File: config.mk
export PLATFORM = sky130hd
export DESIGN_NAME = switch_diag
export DESIGN_NICKNAME = d
export VERILOG_FILES = /design/src/logic/diag_pkg.sv /design/src/logic/sync_if.sv /design/src/logic/det_sync.sv /design/src/logic/switch_diag.sv
export SDC_FILE = /design/constraint.sdc
export NUM_CORES = 1
export LEC_CHECK = 0
export BUFFER_PORTS_ARGS = -buffer_cell sky130_fd_sc_hd__buf_2
export CORE_ASPECT_RATIO = 1.4
export CORE_MARGIN = 2
export CORE_UTILIZATION = 66
export CTS_CLUSTER_SIZE = 16
export DETAILED_ROUTE_END_ITERATION = 8
export GPL_TIMING_DRIVEN = 0
export PLACE_DENSITY = 0.84
export SETUP_SLACK_MARGIN = 0.05
export SLEW_MARGIN = 30
export SYNTH_ARGS = -nofsm -noshare
export SYNTH_HDL_FRONTEND = slang
export SYNTH_SLANG_ARGS = --single-unit
File: constraint.sdc
create_clock -name core_clk_i -period 5.8 [get_ports core_clk_i]
set_clock_uncertainty 0.1 [all_clocks]
set_input_delay 1.16 -clock core_clk_i [delete_from_list [all_inputs] [get_ports core_clk_i]]
set_output_delay 1.16 -clock core_clk_i [all_outputs]
set_load 0.005 [all_outputs]
File: src/logic/diag_pkg.sv
// Purpose: shared constants for the switch diagnostic status logic
// Assumes: core clock at 200 MHz
// Notes:   times kept in microseconds, cycle counts derived from them
package diag_pkg;
    localparam int unsigned CLK_MHZ       = 200;
    localparam int unsigned OL_BLANK_US   = 130;   // open_load_blanking_time
    localparam int unsigned SW_OFF_TO_US  = 260;   // switch_off_timeout (worst case)
    localparam int unsigned ST_RESET_US   = 120;   // status_reset_blanking_time
    localparam int unsigned OV_BLANK_US   = 10;    // overvoltage_blanking_time, plain default
    localparam int unsigned OL_BLANK_CYC  = OL_BLANK_US * CLK_MHZ;
    localparam int unsigned SW_OFF_TO_CYC = SW_OFF_TO_US * CLK_MHZ;
    localparam int unsigned ST_RESET_CYC  = ST_RESET_US * CLK_MHZ;
    localparam int unsigned OV_BLANK_CYC  = OV_BLANK_US * CLK_MHZ;
    localparam int unsigned CNT_W         = 17;
    localparam logic [1:0]  SENSE_OFF     = 2'h0;
    localparam logic [1:0]  SENSE_PROP    = 2'h1;
    localparam logic [1:0]  SENSE_FAULT   = 2'h2;
endpackage

File: src/logic/sync_if.sv
`timescale 1ns/1ps
// Purpose: carries raw and synchronised detector levels between modules
// Assumes: one clock domain
// Notes:   five detector lines
interface sync_if;
    logic [4:0] raw;
    logic [4:0] synced;
    modport src (output raw, input synced);
    modport syn (input raw, output synced);
endinterface

File: src/logic/det_sync.sv
`timescale 1ns/1ps
// Purpose: two-flop synchroniser for asynchronous detector levels
// Assumes: levels, not pulses
// Notes:   first stage read only by second stage
module det_sync (
    input  wire logic core_clk_i,
    input  wire logic nrst_i,
    sync_if.syn       s
);
    typedef struct packed {
        logic [4:0] meta;
        logic [4:0] stable;
    } sync_state_t;
    sync_state_t st, next_st;

    // shift raw levels through two stages
    always_comb begin
        next_st        = st;
        next_st.meta   = s.raw;
        next_st.stable = st.meta;
    end
    always_ff @(posedge core_clk_i or negedge nrst_i) begin
        if (!nrst_i) begin
            st <= '0;
        end else begin
            st <= next_st;
        end
    end
    assign s.synced = st.stable;
endmodule // det_sync

File: src/logic/switch_diag.sv
`timescale 1ns/1ps
// Purpose: diagnostic status logic of a single-channel high-side switch
// Assumes: detector inputs asynchronous, control inputs synchronous
// Notes:   open-drain fault_flag_pin as out/oe pair, driven value always 0
//
// Behaviour
// - in on state basic detectors continuously drive status level
// - overvoltage lockout evaluated in both on and off states
// - status is open drain: released high normally, pulled low on fault
// - on state: short, overtemp, lockout, resistance fault pull status low
// - off state, enable low: only lockout reported
// - off-state open load only reported with enable high
// - open load flag needs uninterrupted blanking time; break restarts
// - blanking restarts on each enable rise except right after switch-off
// - after channel falls, blanking starts only after switch-off timeout
// - open load from comparator near supply, flag after blanking time
// - limit current fault low while enable low, masked while high
// - enable rise with limit fault: hold low for reset blanking time
// - off state enable high: short-to-supply and overtemp pull low
// - off state enable low: non-lockout faults leave status high
// - off-state open load and short-to-supply clear immediately
// - lockout after overvoltage blanking, stage off, auto restart
// - on-state overtemp turns stage off, auto restart when cooled
// - enable high: sense carries fault current in overload until stop
// - open load blanking time 130 us
// - switch-off timeout 195 us typical, 260 us max
// - status reset blanking time 120 us
module switch_diag
    import diag_pkg::*;
#(
    parameter int unsigned OL_CYC  = OL_BLANK_CYC,
    parameter int unsigned TO_CYC  = SW_OFF_TO_CYC,
    parameter int unsigned RST_CYC = ST_RESET_CYC,
    parameter int unsigned OV_CYC  = OV_BLANK_CYC
) (
    input  wire logic       core_clk_i,
    input  wire logic       nrst_i,
    input  wire logic       channel_in_i,
    input  wire logic       diag_enable_i,
    input  wire logic       overload_i,
    input  wire logic       overtemp_i,
    input  wire logic       overvoltage_i,
    input  wire logic       open_load_cmp_i,
    input  wire logic       limit_set_short_i,
    output logic            fault_flag_pin_o,
    output logic            fault_flag_pin_oe_o,
    output logic            power_stage_on_o,
    output logic [1:0]      sense_output_o
);
    ////////////////////////////////////////////////////////////////////////
    // detector synchronisation
    sync_if det ();
    assign det.raw = {limit_set_short_i, open_load_cmp_i, overvoltage_i,
                      overtemp_i, overload_i};
    det_sync u_sync (
        .core_clk_i (core_clk_i),
        .nrst_i     (nrst_i),
        .s          (det)
    );

    logic ovl_s, ot_s, ov_s, olc_s, lim_s;
    assign ovl_s = det.synced[0];
    assign ot_s  = det.synced[1];
    assign ov_s  = det.synced[2];
    assign olc_s = det.synced[3];
    assign lim_s = det.synced[4];

    ////////////////////////////////////////////////////////////////////////
    // state
    typedef enum logic [1:0] {
        OFF_WAIT_TO,
        OFF_STABLE,
        CH_ON
    } ch_state_t;

    typedef struct packed {
        ch_state_t          ch;
        logic [CNT_W-1:0]   to_cnt;
        logic [CNT_W-1:0]   ol_cnt;
        logic               ol_run;
        logic [CNT_W-1:0]   ov_cnt;
        logic               overvoltage_lockout;
        logic [CNT_W-1:0]   rst_cnt;
        logic               lim_hold;
        logic               den_d;
        logic               ol_flag;
        logic               fault_low;
        logic               stage_on;
        logic [1:0]         sense;
    } diag_state_t;

    diag_state_t st, next_st;

    localparam logic [CNT_W-1:0] OL_LAST  = CNT_W'(OL_CYC - 1);
    localparam logic [CNT_W-1:0] TO_LAST  = CNT_W'(TO_CYC - 1);
    localparam logic [CNT_W-1:0] RST_LAST = CNT_W'(RST_CYC - 1);
    localparam logic [CNT_W-1:0] OV_LAST  = CNT_W'(OV_CYC - 1);

    logic den_rise;
    logic off_qual;
    logic lim_flag;
    assign den_rise = diag_enable_i & ~st.den_d;
    // open-load comparator serves short-to-supply too; the pull circuit picks which
    assign off_qual = olc_s;

    ////////////////////////////////////////////////////////////////////////
    // next-state logic
    always_comb begin
        next_st       = st;
        next_st.den_d = diag_enable_i;
        lim_flag      = 1'b0;

        // overvoltage blanking then lockout, auto restart on clear
        if (ov_s) begin
            if (st.ov_cnt == OV_LAST) begin
                next_st.overvoltage_lockout = 1'b1;
            end else begin
                next_st.ov_cnt = st.ov_cnt + 1'b1;
            end
        end else begin
            next_st.ov_cnt = '0;
            next_st.overvoltage_lockout   = 1'b0;
        end

        // channel state and switch-off timeout
        case (st.ch)
            CH_ON: begin
                if (!channel_in_i) begin
                    next_st.ch     = OFF_WAIT_TO;
                    next_st.to_cnt = '0;
                end
            end
            OFF_WAIT_TO: begin
                if (channel_in_i) begin
                    next_st.ch = CH_ON;
                end else if (st.to_cnt == TO_LAST) begin
                    next_st.ch = OFF_STABLE;
                end else begin
                    next_st.to_cnt = st.to_cnt + 1'b1;
                end
            end
            OFF_STABLE: begin
                if (channel_in_i) begin
                    next_st.ch = CH_ON;
                end
            end
            default: begin
                next_st.ch = OFF_STABLE;
            end
        endcase

        // open-load / short-to-supply blanking in stable off state
        if (st.ch != OFF_STABLE || !diag_enable_i || !off_qual) begin
            next_st.ol_cnt  = '0;
            next_st.ol_run  = 1'b0;
            next_st.ol_flag = 1'b0;
        end else if (den_rise) begin
            next_st.ol_cnt  = '0;
            next_st.ol_run  = 1'b1;
            next_st.ol_flag = 1'b0;
        end else if (!st.ol_flag) begin
            next_st.ol_run = 1'b1;
            if (st.ol_cnt == OL_LAST) begin
                next_st.ol_flag = 1'b1;
            end else begin
                next_st.ol_cnt = st.ol_cnt + 1'b1;
            end
        end

        // limit-set resistor fault: mask with enable, reset blanking on rise
        if (st.ch == CH_ON && lim_s && diag_enable_i && den_rise) begin
            next_st.lim_hold = 1'b1;
            next_st.rst_cnt  = '0;
        end else if (st.lim_hold) begin
            if (st.rst_cnt == RST_LAST || st.ch != CH_ON) begin
                next_st.lim_hold = 1'b0;
            end else begin
                next_st.rst_cnt = st.rst_cnt + 1'b1;
            end
        end
        // next hold joins in so the line does not blink high on the enable edge
        lim_flag = next_st.lim_hold | st.lim_hold | (lim_s & ~diag_enable_i);

        // power stage: off on lockout or overtemp, restarts when cleared
        next_st.stage_on = (next_st.ch == CH_ON) & ~next_st.overvoltage_lockout & ~ot_s;

        // status level selection
        if (st.ch == CH_ON) begin
            next_st.fault_low = ovl_s | ot_s | st.overvoltage_lockout | lim_flag;
        end else if (diag_enable_i) begin
            next_st.fault_low = st.overvoltage_lockout | ot_s | st.ol_flag;
        end else begin
            next_st.fault_low = st.overvoltage_lockout;
        end

        // sense output selection
        if (st.ch != CH_ON || !diag_enable_i || !next_st.stage_on) begin
            next_st.sense = SENSE_OFF;
        end else if (ovl_s) begin
            next_st.sense = SENSE_FAULT;
        end else begin
            next_st.sense = SENSE_PROP;
        end
    end

    ////////////////////////////////////////////////////////////////////////
    // state register
    always_ff @(posedge core_clk_i or negedge nrst_i) begin
        if (!nrst_i) begin
            st <= '{ch: OFF_STABLE, default: '0};
        end else begin
            st <= next_st;
        end
    end

    // open drain: drive zero only while flagging
    assign fault_flag_pin_o    = 1'b0;
    assign fault_flag_pin_oe_o = st.fault_low;
    assign power_stage_on_o    = st.stage_on;
    assign sense_output_o      = st.sense;
endmodule // switch_diag

; ---- Word level (Yosys, flattened, before mapping)
; Index checks and enable logic that the tools add are counted.
[word_totals]
latchBits = 0
reg_bits = 88
mem_bits_rw = 0
output_inout_bits = 5
memories = 0
in_bits = 9
romBits = 0
[classes]
n_bitwise = 15
n_mul = 0
magnitude_cmp = 0
reduce_logical = 17
eq_ne = 16
shifts = 0
div = 0
add_sub_neg = 4
muxes = 27
[op_table]
columns = cell, n
row1 = 18-bit 2-to-1 mux, 6
row2 = 17-bit 2-to-1 mux, 5
row3 = 17-bit by 1-bit adder with 17-bit output (second input constant), 4
row4 = 17-bit by 15-bit == test with 1-bit output (second input constant), 2
row5 = 17-bit case mux with 2 select lines, 1
row6 = 19-bit 2-to-1 mux, 1
row7 = 17-bit by 11-bit == test with 1-bit output (second input constant), 1
row8 = 17-bit by 16-bit == test with 1-bit output (second input constant), 1
row9 = 2-bit inequality test (second input constant), 6
row10 = 2-bit 2-to-1 mux, 5
row11 = 1-bit 2-to-1 mux, 8
row12 = 1-bit bitwise OR, 7
row13 = 2-bit case mux with 3 select lines, 1
row14 = 1-bit logical OR, 5
row15 = 1-bit AND, 4
row16 = 2-bit == test (second input constant), 2
row17 = 1-bit inverter, 4
row18 = 2-bit AND reduction, 2
row19 = 4-bit AND reduction, 1
row20 = 2-bit nonzero test, 2
row21 = 1-bit logical AND, 3
row22 = 1-bit logical NOT, 3
row23 = 3-bit by 1-bit inequality test with 1-bit output (second input constant), 1
row24 = 3-bit inequality test (second input constant), 1
row25 = 3 further kinds, 3

; ---- Longest topological paths before layout
[depth]
ltp_word = 10
depth_mapped = 7
mapped_depth_nobuf = 6

; ---- Modules after synthesis
; A second synthesis with hierarchy kept.
[hier_totals]
hier_cells = 475
area_unflattened_um2 = 4583.1
[by_module_without_submodules]
columns = mod, seq_area_each_um2, cells_per_inst, n_inst, area_each_um2
row1 = switch_diag, 1953.1, 465, 1, 4332.9
row2 = det_sync, 250.2, 10, 1, 250.2

; ---- Worst setup path before layout
; No wires, ideal clock.
[synth_path]
kind = input to register
from = input port channel_in_i
to = register st[73] in the netlist's numbering
t_arrival_ns = 2.381
cell_stages = 6
t_required_ns = 5.561
slack_ns = 3.180
setup_ns = 0.139
cell_sequence = or2_1 > clkbuf_1 > or2_1 > a2111oi_0 > xnor2_1 > nor2_1
[synth_between]
elab_chain_cells = 2
elab_cells_between_ends = 3
classes_between = eq/ne: 2 / reduce/logical: 1
[synth_rtl]
columns = element, line
row1 = from (decl), switch_diag.sv:38  ; input wire logic channel_in_i,
row2 = 2-bit inequality test (no line), n/a
row3 = 4-bit AND reduction (no line) *, n/a
row4 = to (signal assigned), switch_diag.sv:212  ; st <= next_st;
row5 = to (decl), switch_diag.sv:92  ; diag_state_t st, next_st;
; Every way passes the cells marked *; elsewhere a longest branch is shown, timed or not.
; A chain may end at the register's enable or synchronous reset.

; ---- Final worst setup path
[layout_path]
from = input port channel_in_i
to = register st[75] in the netlist's numbering
; The elaborated chain is that of the path after synthesis.

==> impl_metrics.py <==
metrics = {
    "status": {
        "status": "finished, final reports clean",
    },
    "global_route": {
        "grt_overflow": 0,
        "grt_pass1_vias": 3163,
        "antenna_found_initial": 0,
        "grt_first_pass_wirelength_mm": 13.99,
        "grt_usage_pct": 24.43,
        "grt_max_degree": 61,
    },
    "synth": {
        "synth.distinct_cells": 56,
        "synth_cells": 429,
        "synth_seq_cells": 88,
        "yosys_warnings": 0,
        "async_flop_share_pct": 100.0,
        "synthFlopType": "dfrtp_1",
        "synth_edf_count": 0,
        "syn_area_um2": 4317,
        "syn_area_per_cell_um2": 10.06,
        "syn-num-nets": 442,
        "ys_seq_area_share_pct": 51.04,
    },
    "floorplan": {
        "core_area_um2": 6254,
        "num_rows": 34,
        "start_util_pct": 69.03,
        "die-area_um2": 7213,
        "die_x_um": 72.35,
        "die_h_um": 99.69,
        "ios": 14,
    },
    "timing": {
        "finalCritPeriodShare_pct": 45.22,
        "hold_violations": 0,
        "report.final.setup_viol": 0,
        "worst-slew-pin-transition_ns": 0.8991,
        "hold_ws_ns": 0.2531,
        "fmax_mhz": 381.3,
        "rsz0062_at_grt": "no",
        "tns_ns": 0,
        "slew_viol_final": 0,
        "relSlewSlack_pct": 39.56,
        "fin_crit_ns": 2.623,
    },
    "detailed_routing": {
        "drc": 0,
        "firstDrtPassIters": 4,
        "wirelength_mm": 7.860,
        "wl_per_cell_um": 14.86,
        "vias": 3161,
        "vias_per_cell": 5.975,
        "drtAntennaViolNets": 0,
        "drt_iter0_drc": 224,
    },
    "setup_path": {
        "path_max_fanout": 8,
        "path_common_cell": "or2_1",
        "cp.required_ns": 5.91,
        "max_stage_delay_ns": 0.45,
        "arrival_ns": 2.74,
        "start_kind": "primary input",
        "crit_slowest_cell": "a2111oi_0",
        "path_buf_inv": 2,
        "path_delay_family": "simple AND/OR/NAND/NOR gates",
        "worst-setup-path-type": "primary input to flip-flop",
        "crit_path_end_kind": "flip-flop",
        "crit_chain": "buf_2, or2_1, clkbuf_1, or2_1, a2111oi_0, xnor2_1, nor2_1",
    },
    "job": {
        "cap_violations": 0,
    },
    "clock_tree": {
        "cts_num_sinks": 88,
        "numCtsBuffers": 9,
        "ctsHoldBuffers": 0,
        "cts_htree_levels": 3,
        "postCtsResizedCells": 0,
        "clkTransAtPathRegs_ns": 0.08,
        "cts-root-buf": "clkbuf_8",
        "ctsLongestPathBuffers": 2,
        "cts_tree": "built",
        "cts_setup_buffers": 0,
        "insertion_delay_ns": 0.35,
    },
    "min_path": {
        "hold_path_class": "flip-flop to flip-flop",
    },
    "placement": {
        "portBuffers": 12,
        "dp_hpwl_mm": 5.496,
        "globalplace.congestion": 0.8509,
    },
    "pwr": {
        "p_leak_nw": 2.015,
        "powerDensity_nw_per_um2": 261.6,
        "finalPower_mw": 1.232,
        "irDropWorstVdd_mv": 0.2238,
    },
    "cells_and_area": {
        "nets": 466,
        "drive_gt1_share_pct": 10.72,
        "area_growth_pct": 9.130,
        "n_antenna_cell": 0,
    },
}
-- path summary, 6_finish.rpt --
kind | from | end | slack, ns | cells after the start
setup / recovery | channel_in_i | st[75] | 3.18 | 7
setup reg to reg | st[60] | st[61] | 3.34 | 6
max in group asynchronous | nrst_i | st[46] | 4.47 | 2
hold / removal | u_sync.next_st[3] | u_sync.s.synced[3] | 0.25 | 0
min in group asynchronous | nrst_i | st[63] | 0.57 | 1
hold reg to reg | u_sync.next_st[3] | u_sync.s.synced[3] | 0.25 | 0
-- cells in the mapped netlist (5+ instances only) --
master	instances	area, um^2
and3_1	11	68.82
dfrtp_1	87	2177
nand3_1	17	85.08
inv_1	7	26.28
o21ai_0	10	50.05
and2_1	14	87.58
a21oi_1	8	40.04
nor3_1	7	35.03
and4_1	5	43.79
mux2i_1	6	60.06
xor2_1	18	157.7
nor2b_1	6	37.54
nand4_1	21	131.4
xnor2_1	28	245.2
nor4_1	8	50.05
nand2_1	39	146.4
nor2_1	56	210.2
clkbuf_1	11	41.29
-- sequential cells by signal, summed over array words and instances (netlist names) --
name / count
st: 74
u_sync.next_st: 5
u_sync.s.synced: 5
sense_output_o: 2
fault_flag_pin_oe_o: 1
power_stage_on_o: 1
-- placed cells by master (no fill, tap or decap), types with 4 or more instances in the layout --
cell	n
mux2i_1	6
dfrtp_1	87
nand3_1	17
a21oi_1	8
inv_1	7
nand4_1	21
ha_1	4
mux2_2	4
nand2b_1	4
nor4_1	8
clkbuf_8	9
nor2b_1	6
nor3_1	7
and4b_1	4
xnor2_1	28
o21ai_0	10
xor2_1	18
and4_1	5
nand2_1	39
and2_1	14
a2111oi_0	4
buf_2	13
nor2_1	56
or3_1	4
clkbuf_1	12
and3_1	11
-- final cells by class --
type	count	area, um^2
Buffer	17	77.57
Clock buffer	10	127.6
Clock inverter	5	82.58
Fill cell	438	1543
Inverter	8	30.03
Multi-Input combinational cell	316	2006
Sequential cell	88	2203
Tap cell	72	90.09
Timing Repair Buffer	13	93.84
-- routing by layer --
layer | vias up | part of all wire, % | track usage (%)
met5 | - | 0 | 0
met4 | 0 | 1.7 | 10.60
met3 | 14 | 3.3 | 3.242
met2 | 76 | 52 | 40.86
met1 | 1531 | 43 | 31.66
li1 | 1540 | - | -
-- power by group --
group          total [mW]  switching, mW  leakage (nW)  internal [mW]
registers           0.689         0.0402          1.18          0.649
clock network       0.444          0.204        0.0946          0.240
logic              0.0996         0.0523         0.740         0.0473
-- cells by family (layout without fill, tap and decap cells) --
family / count (synthesis) / after routing / synth area share (%)
simple gates: 215 / 215 / 26.78
flops: 88 / 88 / 51.04
xor+xnor: 46 / 46 / 9.333
compound gates: 40 / 40 / 6.667
buf+inv: 25 / 53 / 2.493
mux: 10 / 10 / 2.435
fa+ha+maj: 4 / 4 / 1.159
other cells: 1 / 1 / 0.08687
-- through the flow --
stage / std cells / setup slack [ns] / cell area [um^2] / utilization (%)
after floorplan: 429 / 3.180 / 4317 / -
after global placement: 513 / 2.777 / 4467 / 71.43
after detailed placement: 514 / 2.849 / 4501 / 71.97
after CTS: 529 / 3.187 / 4711 / 75.33
after global routing: 529 / 3.033 / 4711 / 75.33
final: 529 / 3.177 / 4711 / 75.33
(Power assumes the default switching activity.)
